[src/shared/asc_pkg.sv]
// Purpose: Constants and carrier types for the axis stop control block
// Assumes: One reference clock, four axes, no register bus
// Notes: Summary of operation below
//
// Summary of operation
// [RQ1] Axis obeys shared stop line only when its stop-line enable bit 24 is set.
// [RQ2] Simultaneous stop command 07h pulses the shared stop line for 8 clocks.
// [RQ3] Error halt on an axis with auto output set pulses the line 8 clocks.
// [RQ4] An outside circuit holds the line active at least 4 clocks per stop.
// [RQ5] Environment bit 19 picks immediate stop (0) or deceleration stop (1).
// [RQ6] Extension status bit 6 shows the shared stop line, 1 while active.
// [RQ7] Error cause bit 8 sets when an axis stopped on the shared stop line.
// [RQ8] The ordinary stop command halts only the selected axes, line untouched.
// [RQ9] Emergency input low or emergency command stops every running axis at once.
// [RQ10] While the emergency input stays low no axis may start or run.
// [RQ11] Emergency input is fixed active low with no polarity choice.
// [RQ12] An emergency halt raises the interrupt output and records its cause.
// [RQ13] Extension status bit 7 shows the emergency input, 1 while active.
// [RQ14] Error cause bit 9 sets when axes stopped on the emergency input.
// [RQ15] Emergency command 05h behaves exactly like an active emergency input; the code stops axes and records causes but sets no start inhibit or bit 7.
// [RQ16] Software performs an origin return after every emergency stop.
// [RQ17] Enabled axis stops while the shared line is low; polarity is fixed.
// [RQ18] Deceleration stop applies only to high speed starts, else immediate.
// [RQ19] A stop from the shared line can raise the interrupt output.
// [RQ20] The shared line is only pulled low or released, wired-AND style.

package asc_pkg;

	// ----------------------------------------------------------------
	// Geometry
	// ----------------------------------------------------------------
	localparam int NUM_AXES = 4;

	// ----------------------------------------------------------------
	// Field positions
	// ----------------------------------------------------------------
	localparam int MODE_STOP_LINE_EN_BIT = 24;
	localparam int MODE_AUTO_OUT_BIT = 25;
	localparam int ENV1_STOP_METHOD_BIT = 19;
	localparam int XSTAT_LINE_BIT = 6;
	localparam int XSTAT_EMG_BIT = 7;
	localparam int ECAUSE_LINE_BIT = 8;
	localparam int ECAUSE_EMG_BIT = 9;

	// ----------------------------------------------------------------
	// Commands, counts and reset values
	// ----------------------------------------------------------------
	localparam logic [7:0] CMD_EMG_STOP = 8'h05;
	localparam logic [7:0] CMD_SIM_STOP = 8'h07;
	localparam logic [7:0] CMD_AXIS_STOP = 8'h49;
	localparam logic [3:0] PULSE_CYCLES = 4'h8;
	localparam logic [3:0] PULSE_IDLE = 4'h0;
	localparam logic [7:0] XSTAT_RST = 8'h00;
	localparam logic [15:0] ECAUSE_RST = 16'h0000;

	// Command write carrier
	typedef struct packed {
		logic valid;
		logic [NUM_AXES-1:0] axis_mask;
		logic [7:0] code;
	} asc_cmd_t;

	// Pulse generator states
	typedef enum logic [1:0] {
		ASC_IDLE = 2'b01,
		ASC_DRIVE = 2'b10
	} asc_pulse_state_t;

endpackage

[src/design/asc_axis_stop_control.sv]
// Purpose: Shared stop line and emergency stop handling for four axes
// Assumes: Axis sequencers act on the stop and inhibit outputs
// Notes: Shared line is open drain, driven low only when enabled

`timescale 1ns/1ps

module asc_axis_stop_control (
	// Clock and reset
	input wire logic i_sys_clk,
	input wire logic i_nrst,
	// Command write
	input wire asc_pkg::asc_cmd_t i_cmd,
	// Per-axis configuration words
	input wire logic [asc_pkg::NUM_AXES-1:0][31:0] i_op_mode,
	input wire logic [asc_pkg::NUM_AXES-1:0][31:0] i_env_one,
	// Per-axis motion state
	input wire logic [asc_pkg::NUM_AXES-1:0] i_axis_running,
	input wire logic [asc_pkg::NUM_AXES-1:0] i_high_speed,
	input wire logic [asc_pkg::NUM_AXES-1:0] i_axis_error_stop,
	input wire logic [asc_pkg::NUM_AXES-1:0] i_err_cause_clr,
	// Pins
	input wire logic i_shared_stop_line,
	input wire logic i_emergency_stop_input_n,
	output logic o_shared_stop_line_out,
	output logic o_shared_stop_line_oe,
	// Axis control
	output logic [asc_pkg::NUM_AXES-1:0] o_stop_immediate,
	output logic [asc_pkg::NUM_AXES-1:0] o_stop_decel,
	output logic o_start_inhibit,
	// Status
	output logic [asc_pkg::NUM_AXES-1:0][7:0] o_ext_status,
	output logic [asc_pkg::NUM_AXES-1:0][15:0] o_err_cause,
	output logic [asc_pkg::NUM_AXES-1:0] o_irq
);

	localparam int N = asc_pkg::NUM_AXES;

	// ----------------------------------------------------------------
	// Pin synchronisers
	// ----------------------------------------------------------------
	logic line_s1_q;
	logic line_s2_q;
	logic emg_s1_q;
	logic emg_s2_q;
	logic line_act;
	logic emg_pin_act;
	logic emg_cmd;
	logic emg_act;

	// Two flops per pin, idle high
	always_ff @(posedge i_sys_clk) begin
		if (!i_nrst) begin
			line_s1_q <= 1'b1;
			line_s2_q <= 1'b1;
			emg_s1_q <= 1'b1;
			emg_s2_q <= 1'b1;
		end else begin
			line_s1_q <= i_shared_stop_line;
			line_s2_q <= line_s1_q;
			emg_s1_q <= i_emergency_stop_input_n;
			emg_s2_q <= emg_s1_q;
		end
	end

	// Fixed active-low decode, command folds into emergency
	assign line_act = !line_s2_q; // [RQ17]
	assign emg_pin_act = !emg_s2_q; // [RQ11]
	assign emg_cmd = i_cmd.valid && (i_cmd.code == asc_pkg::CMD_EMG_STOP);
	assign emg_act = emg_pin_act || emg_cmd; // [RQ15]

	// ----------------------------------------------------------------
	// Stop line pulse generator
	// ----------------------------------------------------------------
	asc_pkg::asc_pulse_state_t pulse_state_q;
	logic [3:0] pulse_cnt_q;
	logic sim_cmd;
	logic err_trig;
	logic [N-1:0] auto_out;
	logic pulse_trig;

	assign sim_cmd = i_cmd.valid && (i_cmd.code == asc_pkg::CMD_SIM_STOP) && (|i_cmd.axis_mask);
	assign err_trig = |(i_axis_error_stop & auto_out); // [RQ3]
	assign pulse_trig = sim_cmd || err_trig; // [RQ2]

	// One shot of fixed width, new triggers ignored while driving
	always_ff @(posedge i_sys_clk) begin
		if (!i_nrst) begin
			pulse_state_q <= asc_pkg::ASC_IDLE;
			pulse_cnt_q <= asc_pkg::PULSE_IDLE;
		end else begin
			unique case (pulse_state_q)
				asc_pkg::ASC_IDLE: begin
					if (pulse_trig) begin
						pulse_state_q <= asc_pkg::ASC_DRIVE;
						pulse_cnt_q <= asc_pkg::PULSE_CYCLES; // [RQ2] [RQ3]
					end
				end
				asc_pkg::ASC_DRIVE: begin
					pulse_cnt_q <= pulse_cnt_q - 4'h1;
					if (pulse_cnt_q == 4'h1) begin
						pulse_state_q <= asc_pkg::ASC_IDLE;
					end
				end
				default: begin
					pulse_state_q <= asc_pkg::ASC_IDLE;
					pulse_cnt_q <= asc_pkg::PULSE_IDLE;
				end
			endcase
		end
	end

	// Open drain: level fixed low, only the enable moves
	always_ff @(posedge i_sys_clk) begin
		if (!i_nrst) begin
			o_shared_stop_line_out <= 1'b0;
			o_shared_stop_line_oe <= 1'b0;
		end else begin
			o_shared_stop_line_out <= 1'b0; // [RQ20]
			o_shared_stop_line_oe <= pulse_trig && (pulse_state_q == asc_pkg::ASC_IDLE) ||
				(pulse_state_q == asc_pkg::ASC_DRIVE) && (pulse_cnt_q != 4'h1); // [RQ20]
		end
	end

	// ----------------------------------------------------------------
	// Per-axis stop, status and cause
	// ----------------------------------------------------------------
	always_ff @(posedge i_sys_clk) begin
		if (!i_nrst) begin
			o_start_inhibit <= 1'b0;
		end else begin
			o_start_inhibit <= emg_pin_act; // [RQ10]
		end
	end

	for (genvar g = 0; g < N; g++) begin : g_axis
		logic line_en;
		logic decel_sel;
		logic line_stop;
		logic own_stop;
		logic set_line;
		logic set_emg;

		assign line_en = i_op_mode[g][asc_pkg::MODE_STOP_LINE_EN_BIT]; // [RQ1]
		assign auto_out[g] = i_op_mode[g][asc_pkg::MODE_AUTO_OUT_BIT];
		assign decel_sel = i_env_one[g][asc_pkg::ENV1_STOP_METHOD_BIT] && i_high_speed[g]; // [RQ5] [RQ18]
		assign line_stop = line_act && line_en && i_axis_running[g]; // [RQ1] [RQ17]
		assign own_stop = i_cmd.valid && (i_cmd.code == asc_pkg::CMD_AXIS_STOP) && i_cmd.axis_mask[g]; // [RQ8]
		assign set_line = line_stop;
		assign set_emg = emg_act && i_axis_running[g];

		// Stop requests, emergency overrides deceleration
		always_ff @(posedge i_sys_clk) begin
			if (!i_nrst) begin
				o_stop_immediate[g] <= 1'b0;
				o_stop_decel[g] <= 1'b0;
			end else begin
				o_stop_immediate[g] <= emg_act || own_stop || (line_stop && !decel_sel); // [RQ9] [RQ5]
				o_stop_decel[g] <= line_stop && decel_sel && !emg_act && !own_stop; // [RQ5] [RQ18]
			end
		end

		// Live pin status
		always_ff @(posedge i_sys_clk) begin
			if (!i_nrst) begin
				o_ext_status[g] <= asc_pkg::XSTAT_RST;
			end else begin
				o_ext_status[g] <= asc_pkg::XSTAT_RST;
				o_ext_status[g][asc_pkg::XSTAT_LINE_BIT] <= line_act; // [RQ6]
				o_ext_status[g][asc_pkg::XSTAT_EMG_BIT] <= emg_pin_act; // [RQ13]
			end
		end

		// Sticky causes, set wins over clear
		always_ff @(posedge i_sys_clk) begin
			if (!i_nrst) begin
				o_err_cause[g] <= asc_pkg::ECAUSE_RST;
			end else begin
				o_err_cause[g][asc_pkg::ECAUSE_LINE_BIT] <= set_line ||
					(o_err_cause[g][asc_pkg::ECAUSE_LINE_BIT] && !i_err_cause_clr[g]); // [RQ7]
				o_err_cause[g][asc_pkg::ECAUSE_EMG_BIT] <= set_emg ||
					(o_err_cause[g][asc_pkg::ECAUSE_EMG_BIT] && !i_err_cause_clr[g]); // [RQ14] [RQ12]
			end
		end

		// Interrupt request follows any pending cause
		always_ff @(posedge i_sys_clk) begin
			if (!i_nrst) begin
				o_irq[g] <= 1'b0;
			end else begin
				o_irq[g] <= set_line || set_emg ||
					((o_err_cause[g][asc_pkg::ECAUSE_LINE_BIT] || o_err_cause[g][asc_pkg::ECAUSE_EMG_BIT])
					&& !i_err_cause_clr[g]); // [RQ12] [RQ19]
			end
		end
	end
endmodule

[config.mk]
export PLATFORM = sky130hd
export DESIGN_NAME = asc_axis_stop_control
export DESIGN_NICKNAME = d
export VERILOG_FILES = /design/src/shared/asc_pkg.sv /design/src/design/asc_axis_stop_control.sv
export SDC_FILE = /design/constraint.sdc
export NUM_CORES = 1
export LEC_CHECK = 0
export ABC_CLOCK_PERIOD_IN_PS = 2400
export BUFFER_PORTS_ARGS = -buffer_cell sky130_fd_sc_hd__buf_4
export CELL_PAD_IN_SITES_DETAIL_PLACEMENT = 2
export CELL_PAD_IN_SITES_GLOBAL_PLACEMENT = 2
export CORE_AREA = 3 3 155 157
export DETAILED_ROUTE_END_ITERATION = 6
export DIE_AREA = 0 0 158 160
export GPL_TIMING_DRIVEN = 0
export MAX_ROUTING_LAYER = met4
export PLACE_DENSITY_LB_ADDON = 0.1
export SYNTH_ARGS = -nofsm -noshare
export SYNTH_HDL_FRONTEND = slang
export SYNTH_SLANG_ARGS = --single-unit
[constraint.sdc]
create_clock -name i_sys_clk -period 2.4 [get_ports i_sys_clk]
set_input_delay 0.24 -clock i_sys_clk [delete_from_list [all_inputs] [get_ports i_sys_clk]]
set_output_delay 0.24 -clock i_sys_clk [all_outputs]
set_load 0.02 [all_outputs]
* Word level (Yosys, flattened, before mapping)
Index checks and enable logic that the tools add are counted.
Word-level totals: flip-flop bits (word level) 40, input bits 289, output and inout bits 111, logic and storage cells 145
Operators by class: $add $sub $neg 1, equal/unequal tests 9, muxes and demuxes 5, bitwise gates (word level) 1, reduce and logical (&&, ||, !) cells 103
Operator list (count):
- $logic_and A1 B1 Y1 | 54
- $logic_or A1 B1 Y1 | 31
- $eq A8 B3 Y1 const B | 2
- $logic_not A1 Y1 | 15
- $eq A8 B7 Y1 const B | 1
- $pmux W4 S2 | 1
- $reduce_or A4 Y1 | 2
- $and A4 B4 Y4 | 1
- $eq A4 B1 Y1 const B | 1
- $mux W2 | 2
- $mux W4 | 1
- $ne A2 B2 Y1 const B | 2
- $ne A4 B1 Y1 const B | 1
- $pmux W2 S2 | 1
- $sub A4 B1 Y4 const B | 1
- $eq A2 B1 Y1 const B | 1
- $eq A2 B2 Y1 const B | 1
- $reduce_and A2 Y1 | 1

* Longest topological paths before layout
Gate-level depths: netlist (run 1).
depth after elaboration 6, mapped depth 5, mapped depth without buffers 5

* Worst setup path after synthesis (run 1)
Ideal clock, no wire load.
path type input to register, start point input port i_cmd[5] in the netlist's numbering, end point register pulse_state_q[0], library setup time 0.145 ns, arrival time 1.639 ns, data required time 2.255 ns, slack 0.616 ns, cell stages on the path 5, buffers on the path 1, cells stage by stage or4b_4 -> or4_1 -> buf_2 -> a21oi_2 -> o221ai_1
On the way: longest elaborated chain between the ends 6
Ends and longest elaborated chain:
- start: declaration | line asc_axis_stop_control.sv:12 | input wire asc_pkg::asc_cmd_t i_cmd,
- $eq A8 B3 Y1 | line asc_axis_stop_control.sv:81 | assign sim_cmd = i_cmd.valid && (i_cmd.code == asc_pkg::CMD_SIM_STOP) && (|i_cmd.axis_mask);
- $logic_and A1 B1 Y1 (2 in a row) | line asc_axis_stop_control.sv:81
- $logic_or A1 B1 Y1 | line asc_axis_stop_control.sv:83 | assign pulse_trig = sim_cmd || err_trig;
- $ne A2 B2 Y1 (no source line)
- $reduce_and A2 Y1 (no source line)
- end signal: assignment | line asc_axis_stop_control.sv:88 | pulse_state_q <= asc_pkg::ASC_IDLE;
- end signal: assignment | line asc_axis_stop_control.sv:94 | pulse_state_q <= asc_pkg::ASC_DRIVE;
- end signal: assignment | line asc_axis_stop_control.sv:101 | pulse_state_q <= asc_pkg::ASC_IDLE;
- end: declaration | line asc_axis_stop_control.sv:74 | asc_pkg::asc_pulse_state_t pulse_state_q;
Every way passes these cells. A chain may end at the register's enable or synchronous reset.

* Worst setup path in the final report (run 1)
start point input port i_cmd[5] in the netlist's numbering, end point register pulse_cnt_q[3]
On the way: longest elaborated chain between the ends 5
Ends and longest elaborated chain:
- $eq A8 B3 Y1 | line asc_axis_stop_control.sv:81
- $logic_and A1 B1 Y1 (2 in a row) | line asc_axis_stop_control.sv:81
- $logic_or A1 B1 Y1 | line asc_axis_stop_control.sv:83
- $ne A2 B2 Y1 (no source line)
- end signal: assignment | line asc_axis_stop_control.sv:89 | pulse_cnt_q <= asc_pkg::PULSE_IDLE;
- end signal: assignment | line asc_axis_stop_control.sv:95 | pulse_cnt_q <= asc_pkg::PULSE_CYCLES;
- end signal: assignment | line asc_axis_stop_control.sv:99 | pulse_cnt_q <= pulse_cnt_q - 4'h1;
- end: declaration | line asc_axis_stop_control.sv:75 | logic [3:0] pulse_cnt_q;
Every way passes these cells.

==> impl_metrics.toml, run 1 <==
[status]
outcome = "finished, final reports clean"

[power]
p_leak_nw = 1.70
p_per_area_nw_per_um2 = 535
worst_ir_drop_vdd_mv = 0.209

[floorplan]
core_area_sq_um = 22600
die-area_sq_um = 25300
die-width_um = 158
pin_count = 400
num_rows = 55
die_h_um = 160
start_util = 0.0891

[clock_network]
h-tree-depth = 2
cts.sinks = 33
root_buffer = "clkbuf_16"
clk_pin_slew_ns = 0.05
numCtsBuffers = 5
ctsHoldBuffers = 0
cts_tree = "done"
cts_resized = 0
post_cts_buffers = 0
insertion_delay_ns = 0.28
clockBufferDepth = 2

[setup_path]
crit_required_ns = 2.57
r2r-end = "pulse_state_q[1]$_SDFFE_PN0P_"
end_kind = "flop"
cp_num_cells = 5
worstSetupPathType = "in -> reg"
critical_path.startpoint = "i_cmd[5]"
r2r_start = "pulse_state_q[0]$_SDFFE_PN1P_"
critPathLaunchType = "primary input"
reg2reg_depth = 5
path_delay_family = "simple AND/OR/NAND/NOR gates"
crit_chain = "buf_4 -> or4b_4 -> nor4_1 -> nor3_1 -> a2111oi_2"
cpPeakStageDelay_ns = 0.68
crit_path_top_delay_cell = "nor4_1"
rrSetupSlack_ns = 0.70
cp_num_buf_inv = 1
critPathArrivalTime_ns = 2.09
setup.worst_path.end = "pulse_cnt_q[3]$_SDFFE_PN0P_"
crit_fanout = 4

[flow_run]
cap_violations = 0

[detailed_routing]
drt-wirelength-per-cell_um = 11.7
ant_nets = 0
drtIter0Drc = 30
vias_per_cell = 2.79
dr.pass1.iters = 4
routed_wl_mm = 7.96
via_count = 1904
route.detailed.drc = 0

[cells_and_area]
antenna_cells = 0
mostFrequentLayoutCell = "buf_4"
drive_gt1_frac = 0.451
area_delta_synth_final_pct = 68.6
layout_common_cells = "162 x buf_4, 81 x conb_1, 33 x dfxtp_1"
layout.nets = 689

[synthesis]
synth_cells = 235
syn_area_sq_um = 2020
synth_top_cell_by_area = "buf_4"
syn_area_per_cell_sq_um = 8.59
yosysSeqAreaShare = 0.327
ys_async_sr_fraction = 0
ys_ff_latch = 33
synth_warnings = 0
yosysTopAreaCellShare = 0.327
synth_cell_types = 40
ys.flop_type = "dfxtp_1"
synth_area_leaders = "buf_4 33%, dfxtp_1 33%, nand2_1 3.9%, ha_1 2.5%, nand2b_1 1.9%"
synth-edff-count = 0

[grt]
overflow = 0
grt_util_all_layers = 0.0646
antenna_found_initial = 0
grt_start_max_net_pins = 11
grt_pass1_wl_mm = 11.9
grt_pass1_vias = 2104

[place]
gp_congestion = 0.643
io_buffers = 74
hpwlAfterDp_mm = 6.77

[sta]
fin_hold_ws_ns = 0.146
worstMarginPinSlew_ns = 0.792
slew_violations = 0
hold_viol = 0
skew_ns = 0.00264
period_needed_ns = 1.92
max_freq_ghz = 0.522
setup_viol = 0
final.setup.tns_ns = 0
relSlewSlack = 0.467
grt_setup_unrepaired = "false"
period_share = 0.798

[hold_path]
hp-class = "in -> reg"
## how the worst min path moves through the flow
stage	cells after the start	from	slack, ns	end
after floorplan	1	i_emergency_stop_input_n	0.34	emg_s1_q$_SDFF_PN1_
after global placement	1	emg_s1_q$_SDFF_PN1_	0.40	emg_s2_q$_SDFF_PN1_
after detailed placement	1	emg_s1_q$_SDFF_PN1_	0.41	emg_s2_q$_SDFF_PN1_
after CTS	2	i_emergency_stop_input_n	0.14	emg_s1_q$_SDFF_PN1_
after global routing	2	i_emergency_stop_input_n	0.14	emg_s1_q$_SDFF_PN1_
final	2	i_shared_stop_line	0.15	line_s1_q$_SDFF_PN1_
## final cells by class
class,instances,area [sq um]
fillers,2691,19200
multi-input cells,184,958
plain buffers,92,677
flip-flops and latches,33,661
repair buffers,74,556
well taps,285,357
clock buffers,7,143
clock inverters,1,30.0
inverters,6,22.5
## cells by family (layout without fill, tap and decap cells)
family / count (synthesis) / in the layout / share of synthesized area
AOI/OAI and AO/OA: 31 / 31 / 0.108
adders and majority gates: 4 / 4 / 0.0248
other: 1 / 81 / 0.00186
buffers and inverters: 98 / 180 / 0.347
xor gates and xnor gates: 1 / 1 / 0.00434
DFF: 33 / 33 / 0.327
and+or+nand+nor: 67 / 67 / 0.187
## worst register-to-register path, stage by stage (launching register included)
cell and delay, ns:
dfxtp_1 0.31, inv_1 0.07, ha_1 0.27, a21boi_0 0.58, a21oi_2 0.08, o221a_2 0.28
## where the power goes
part / internal [W] / total, W / switching (W) / leakage (nW)
combinational: 0.000209 / 0.000464 / 0.000255 / 1.35
clock: 0.000519 / 0.000761 / 0.000243 / 0.0841
sequential: 0.000577 / 0.000596 / 0.0000192 / 0.269
## registers in the layout (all words and copies together), names as in the netlist
| register | cells |
|---|---|
| emg_s1_q | 1 |
| emg_s2_q | 1 |
| line_s1_q | 1 |
| line_s2_q | 1 |
| o_err_cause | 8 |
| o_ext_status | 1 |
| o_irq | 4 |
| o_shared_stop_line_oe | 1 |
| o_start_inhibit | 1 |
| o_stop_decel | 4 |
| o_stop_immediate | 4 |
| pulse_cnt_q | 4 |
| pulse_state_q | 2 |
## metrics by stage
stage	cell area [sq um]	cells	power, W	setup slack, ns	util
finish	3400	682	0.00182	0.484	0.150
CTS	3400	682	0.00186	0.366	0.150
floorplan	2320	315	0.000937	0.616	-
global route	3400	682	0.00194	0.230	0.150
detailed placement	3230	674	0.00107	0.0675	0.143
global placement	3230	674	0.00107	0.104	0.143
## per-layer routing
metal | wire [um] | track usage | vias to the layer above
li1 | - | - | 936
met1 | 3430 | 0.0779 | 859
met2 | 3610 | 0.101 | 102
met3 | 812 | 0.0220 | 7
met4 | 108 | 0.0211 | 0
met5 | 0 | - | -
## cell usage after synthesis, types with 2 or more instances
cell type  count
a21boi_0       2
a21oi_1        5
a22oi_1        2
a31oi_1        4
buf_4         88
clkbuf_1       3
dfxtp_1       33
ha_1           4
inv_1          6
nand2_1       21
nand2b_1       6
nand3_1        5
nand3b_1       5
nor2_1         6
nor2b_1        4
nor3_1         3
nor3b_1        3
nor4bb_1       2
o21a_1         4
o21ai_0        6
or2_2          4
(Power assumes the default switching activity.)
==> run 2: changes to the inputs <==
--- a/config.mk
+++ b/config.mk
@@ -5,13 +5,14 @@
 export SDC_FILE = /design/constraint.sdc
 export NUM_CORES = 1
 export LEC_CHECK = 0
-export ABC_CLOCK_PERIOD_IN_PS = 2400
+export ABC_AREA = 1
+export ABC_CLOCK_PERIOD_IN_PS = 1700
 export BUFFER_PORTS_ARGS = -buffer_cell sky130_fd_sc_hd__buf_4
 export CELL_PAD_IN_SITES_DETAIL_PLACEMENT = 2
 export CELL_PAD_IN_SITES_GLOBAL_PLACEMENT = 2
-export CORE_AREA = 3 3 155 157
+export CORE_AREA = 3 3 156 158
 export DETAILED_ROUTE_END_ITERATION = 6
-export DIE_AREA = 0 0 158 160
+export DIE_AREA = 0 0 159 161
 export GPL_TIMING_DRIVEN = 0
 export MAX_ROUTING_LAYER = met4
 export PLACE_DENSITY_LB_ADDON = 0.1
==> constraint.sdc (replaced) <==
create_clock -name i_sys_clk -period 1.7 [get_ports i_sys_clk]
set_input_delay 0.17 -clock i_sys_clk [delete_from_list [all_inputs] [get_ports i_sys_clk]]
set_output_delay 0.17 -clock i_sys_clk [all_outputs]
set_load 0.02 [all_outputs]
==> run 2 against run 1 <==
  * Final cell count increased by 14%
  * Clock power increased by 33%
  * Count of clock-buffer cells in the layout decreased by 2
  * First-iteration DRC count increased by 20%
  * Hold slack got worse by 0.072 ns
  * Synthesized cell count increased by 26%
  * Critical endpoint is now pulse_state_q[1]$_SDFFE_PN0P_
==> impl_metrics.toml, run 2 <==
[sta]
slew_violations = 0
setup_viol = 0
worst_slack_ns = 0.385
skew_ns = 0.00416
hold_viol = 0
period_share = 0.773
max_freq_ghz = 0.761
final.setup.tns_ns = 0
grt_setup_unrepaired = "false"
period_needed_ns = 1.31

[synthesis]
yosysMostFrequentCell = "buf_4"
yosysTopAreaCellShare = 0.307
synth_area_leaders = "buf_4 31%, dfxtp_1 31%, nand2_1 10%, inv_1 5.9%, nand3_1 3.3%"
synth_cells = 297
ys_ff_latch = 33
synth_warnings = 0
synth_top_cell_by_area = "buf_4"
ys.flop_type = "dfxtp_1"
yosysSeqAreaShare = 0.307
ys_async_sr_fraction = 0
synthTopCellsByCount = "88 x buf_4, 60 x nand2_1, 34 x inv_1"
syn_area_per_cell_sq_um = 7.25
synth_cell_types = 26
synth-edff-count = 0
syn_area_sq_um = 2150

[cells_and_area]
largest_reg_flops = 8
post-route-util = 0.153
mostFrequentLayoutCell = "buf_4"
drive_gt1_frac = 0.408
antenna_cells = 0
nFillCells = 2831
layout_common_cells = "162 x buf_4, 81 x conb_1, 60 x nand2_1"
area_delta_synth_final_pct = 65.8
top_register = "o_err_cause"
fin_area_sq_um = 3570
layout.nets = 751

[floorplan]
num_rows = 56
pin_count = 400
core_area_sq_um = 23300
die-width_um = 159
die-area_sq_um = 25600
die_h_um = 161
start_util = 0.0925

[place]
gp_congestion = 0.695
pre_cts_ws_ns = 0.356
hpwlAfterDp_mm = 7.41
io_buffers = 74
dpl_cell_area_sq_um = 3410

[detailed_routing]
ant_nets = 0
drt-wirelength-per-cell_um = 10.8
via_count = 2134
routed_wl_mm = 8.37
dr.pass1.iters = 3
route.detailed.drc = 0
vias_per_cell = 2.75
drtIter0Drc = 36

[clock_network]
clockBufferDepth = 2
clk_pin_slew_ns = 0.05
h-tree-depth = 2
cts.sinks = 33
post_cts_buffers = 0
cts_resized = 0
ctsHoldBuffers = 0
cts_tree = "done"
insertion_delay_ns = 0.28
root_buffer = "clkbuf_16"
numCtsBuffers = 5

[setup_path]
crit_fanout = 5
crit_required_ns = 1.92
crit_chain = "inv_1 -> ha_1 -> inv_1 -> a21oi_1 -> inv_1 -> a21oi_2"
end_kind = "flop"
critPathArrivalTime_ns = 1.53
cpPeakStageDelay_ns = 0.31
worstSetupPathType = "reg -> reg"
crit_path_frequent_cell = "inv_1"
crit_path_top_delay_cell = "dfxtp_1"
critPathLaunchType = "flop"

[power]
p_sw_w = 0.000895
combPwrFrac = 0.318
worst_ir_drop_vdd_mv = 0.308
swShare = 0.322
p_leak_nw = 2.03
power_frac_clock = 0.364
p_int_w = 0.00188
p_per_area_nw_per_um2 = 779
seq_power_share = 0.318

[grt]
antenna_found_initial = 0
grt_util_all_layers = 0.0677
grt_pass1_vias = 2407
grt_pass1_wl_mm = 13.0
grt_start_max_net_pins = 11
overflow = 0

[status]
outcome = "finished, final reports clean"

[hold_path]
hp-class = "in -> reg"

[flow_run]
cap_violations = 0
-- run 2: cell types whose count changed after synthesis, moves of 5 or more --
cell      before  now
inv_1          6   34
nand2_1       21   60
nand2b_1       6    0
nand3_1        5   14
nand3b_1       5    0
nand4_1        0    8
nor2_1         6   17
nor2_2         0    5
o21ai_0        6    1
-- run 2: logic make-up after synthesis --
family | share of synthesized area
other | 0.00174
buffers and inverters | 0.374
flip-flops | 0.307
AO/OA/AOI/OAI | 0.0355
AND/OR/NAND/NOR | 0.259
adder cells (fa/ha/maj) | 0.0233
-- run 2: layout make-up --
class                   count  area (sq um)  area share
multi-input cells         218           987       0.277
plain buffers              90           669       0.188
flip-flops and latches     33           661       0.185
repair buffers             74           556       0.156
well taps                 319           399       0.112
inverters                  36           135      0.0379
clock buffers               5           125      0.0351
clock inverters             2          35.0     0.00982
-- run 2: power by group through the flow --
stage / clock, W / combinational (W) / sequential [W]
5_1_grt: 0.00112 / 0.00100 / 0.000893
3_3_place_gp: 0 / 0.000886 / 0.000901
6_report: 0.00101 / 0.000883 / 0.000884
3_5_place_dp: 0 / 0.000888 / 0.000901
2_1_floorplan: 0 / 0.000619 / 0.000914
4_1_cts: 0.00107 / 0.000889 / 0.000885
-- run 2: per-stage QoR --
stage               instances  total power [W]  hold slack [ns]
floorplan                 377          0.00153            0.277
global placement          770          0.00179            0.361
detailed placement        770          0.00179            0.362
CTS                       777          0.00284           0.0649
global route              777          0.00301           0.0726
finish                    777          0.00278           0.0743
-- run 2: path summary, 6_finish.rpt --
| kind | endpoint | slack (ns) | cells after the start | start |
|---|---|---|---|---|
| setup / recovery | pulse_state_q[1]$_SDFFE_PN0P_ | 0.39 | 6 | pulse_state_q[1]$_SDFFE_PN0P_ |
| hold / removal | line_s1_q$_SDFF_PN1_ | 0.07 | 2 | i_shared_stop_line |
| setup reg to reg | pulse_state_q[1]$_SDFFE_PN0P_ | 0.39 | 6 | pulse_state_q[1]$_SDFFE_PN0P_ |
| hold reg to reg | line_s2_q$_SDFF_PN1_ | 0.41 | 1 | line_s1_q$_SDFF_PN1_ |
-- run 2: critical path, delay by kind of cell (launching register included) --
kind | cells | cell delay, ns
AOI/OAI and AO/OA | 2 | 0.36
buffers and inverters | 3 | 0.26
DFF | 1 | 0.31
adders and majority gates | 1 | 0.31
-- run 2: per-layer routing --
metal	wire length (um)	up-vias	share of wire	global-route usage
met2	3570	118	0.43	0.0999
met3	1170	5	0.14	0.0413
li1	-	1064	-	-
met4	83	0	0.0099	0.0167
met1	3540	947	0.42	0.0779
met5	0	-	0	-
==> run 3: changes to the inputs <==
--- a/config.mk
+++ b/config.mk
@@ -6,7 +6,7 @@
 export NUM_CORES = 1
 export LEC_CHECK = 0
 export ABC_AREA = 1
-export ABC_CLOCK_PERIOD_IN_PS = 1700
+export ABC_CLOCK_PERIOD_IN_PS = 1100
 export BUFFER_PORTS_ARGS = -buffer_cell sky130_fd_sc_hd__buf_4
 export CELL_PAD_IN_SITES_DETAIL_PLACEMENT = 2
 export CELL_PAD_IN_SITES_GLOBAL_PLACEMENT = 2
==> constraint.sdc (replaced) <==
create_clock -name i_sys_clk -period 1.1 [get_ports i_sys_clk]
set_input_delay 0.11 -clock i_sys_clk [delete_from_list [all_inputs] [get_ports i_sys_clk]]
set_output_delay 0.11 -clock i_sys_clk [all_outputs]
set_load 0.02 [all_outputs]
==> run 3 against run 2 <==
  * Non-clock buffer count rose by 4
  * Core utilization up 0.88 points
  * Critical path type unchanged
  * Critical path depth fell by 1
  * Final area grew 5.8%
  * The flow now finishes with violations (negative setup slack)
  * Worst setup slack got worse by 0.43 ns
  * Power rose by 73%
  * Maximum frequency up 15%
  * Sequential share of layout area shrank 0.68 points
  * Final cell count increased by 0.64%
==> impl_metrics.toml, run 3 (synthesized netlist as in run 2, its figures left out) <==
[setup_path]
worstSetupPathType = "reg -> reg"
crit_required_ns = 1.30
critPathLaunchType = "flop"
critPathArrivalTime_ns = 1.34
crit_fanout = 2
end_kind = "flop"

[sta]
fin_hold_ws_ns = 0.0221
period_needed_ns = 1.14
worst_slack_ns = -0.0401
skew_ns = 0.00376
grt_setup_unrepaired = "true"
hold_viol = 0
slew_violations = 0
max_freq_ghz = 0.877
period_share = 1.04
setup_viol = 2

[floorplan]
start_util = 0.0925
num_rows = 56
die_h_um = 161
pin_count = 400
die-area_sq_um = 25600
core_area_sq_um = 23300
die-width_um = 159

[clock_network]
numCtsBuffers = 5
ctsHoldBuffers = 0
clk_pin_slew_ns = 0.06
h-tree-depth = 2
cts.sinks = 33
clockBufferDepth = 2
insertion_delay_ns = 0.28
root_buffer = "clkbuf_16"
cts_tree = "done"

[place]
gp_congestion = 0.669
io_buffers = 74
pre_cts_ws_ns = -0.238
hpwlAfterDp_mm = 7.35

[cells_and_area]
top_register = "o_err_cause"
multi_input_area_sq_um = 1120
mostFrequentLayoutCell = "buf_4"
largest_reg_flops = 8
layout_common_cells = "164 x buf_4, 81 x conb_1, 58 x nand2_1"
area_delta_synth_final_pct = 75.3
nFillCells = 2820
antenna_cells = 0
layout.nets = 755
drive_gt1_frac = 0.488
seqCellArea_sq_um = 673

[grt]
use_met3 = 0.0369
grt_pass1_wl_mm = 12.9
grtUsageMet2 = 0.101
antenna_found_initial = 0
globalRouteMet1Util = 0.0775
grt_pass1_vias = 2443
overflow = 0
grt_start_max_net_pins = 11
grt_util_all_layers = 0.0672
busiest_layer = "met2"

[detailed_routing]
ant_nets = 0
routed_wl_mm = 8.44
via_count = 2174
route.detailed.drc = 0
vias_per_cell = 2.78
dr.pass1.iters = 3
drt-wirelength-per-cell_um = 10.8
drtIter0Drc = 22

[status]
failed_checks = "negative setup slack"
outcome = "complete, but fails checks"

[hold_path]
hp-class = "in -> reg"

[power]
p_per_area_nw_per_um2 = 1270
p_leak_nw = 2.06
worst_ir_drop_vdd_mv = 0.585

[flow_run]
cap_violations = 0
-- run 3: cell types whose count changed in the layout (fill, tap and decap cells not counted), sizes merged --
cell    delta
buf        +4
clkinv     -1
clkbuf     +2
-- run 3: critical path, stage by stage, from the launching register on --
cell	delay, ns
dfxtp_4	0.36
inv_4	0.04
ha_4	0.21
nor4_2	0.25
nand2_1	0.09
a21oi_2	0.12
-- run 3: through the flow --
| step | instance area (sq um) | utilization | setup TNS [ns] | cells | total power [W] |
|---|---|---|---|---|---|
| after detailed placement | 3420 | 0.147 | -1.82 | 770 | 0.00280 |
| after floorplan | 2470 | - | -0.00731 | 377 | 0.00240 |
| final | 3770 | 0.162 | -0.0416 | 782 | 0.00479 |
| after CTS | 3700 | 0.159 | -0.0882 | 781 | 0.00475 |
| after global routing | 3770 | 0.162 | -0.392 | 782 | 0.00514 |
| after global placement | 3420 | 0.147 | -1.83 | 770 | 0.00279 |
-- run 3: path summary, 6_finish.rpt --
path	start	slack, ns	endpoint	cells past startpoint
hold reg to reg	emg_s1_q$_SDFF_PN1_	0.41	emg_s2_q$_SDFF_PN1_	1
hold / removal	i_shared_stop_line	0.02	line_s1_q$_SDFF_PN1_	2
setup reg to reg	pulse_state_q[0]$_SDFFE_PN1P_	-0.04	pulse_cnt_q[2]$_SDFFE_PN0P_	5
setup / recovery	pulse_state_q[0]$_SDFFE_PN1P_	-0.04	pulse_cnt_q[2]$_SDFFE_PN0P_	5
-- run 3: power by group --
group	leakage, nW	internal (W)	switching, W
sequential	0.271	0.00132	0.0000940
clock	0.0841	0.00113	0.000525
combinational	1.70	0.000765	0.000957
total	2.06	0.00322	0.00158
-- run 3: layer usage --
metal | wire length (um) | vias up
li1 | - | 1071
met1 | 3550 | 984
met2 | 3710 | 112
met3 | 1080 | 7
met4 | 91 | 0
met5 | 0 | -
-- run 3: repair_timing --
action	4_1_cts	5_1_grt
gates cloned	0	0
pin swaps	8	4
setup endpoints to repair	15	18
setup buffers	3	1
resized for setup	23	21
-- run 3: layout make-up --
type                    instances  share of cell area
clock inverters                 1             0.00796
flip-flops and latches         33               0.178
inverters                      36              0.0391
clock buffers                   7              0.0378
repair buffers                 78               0.157
multi-input cells             218               0.296
plain buffers                  90               0.177
well taps                     319               0.106
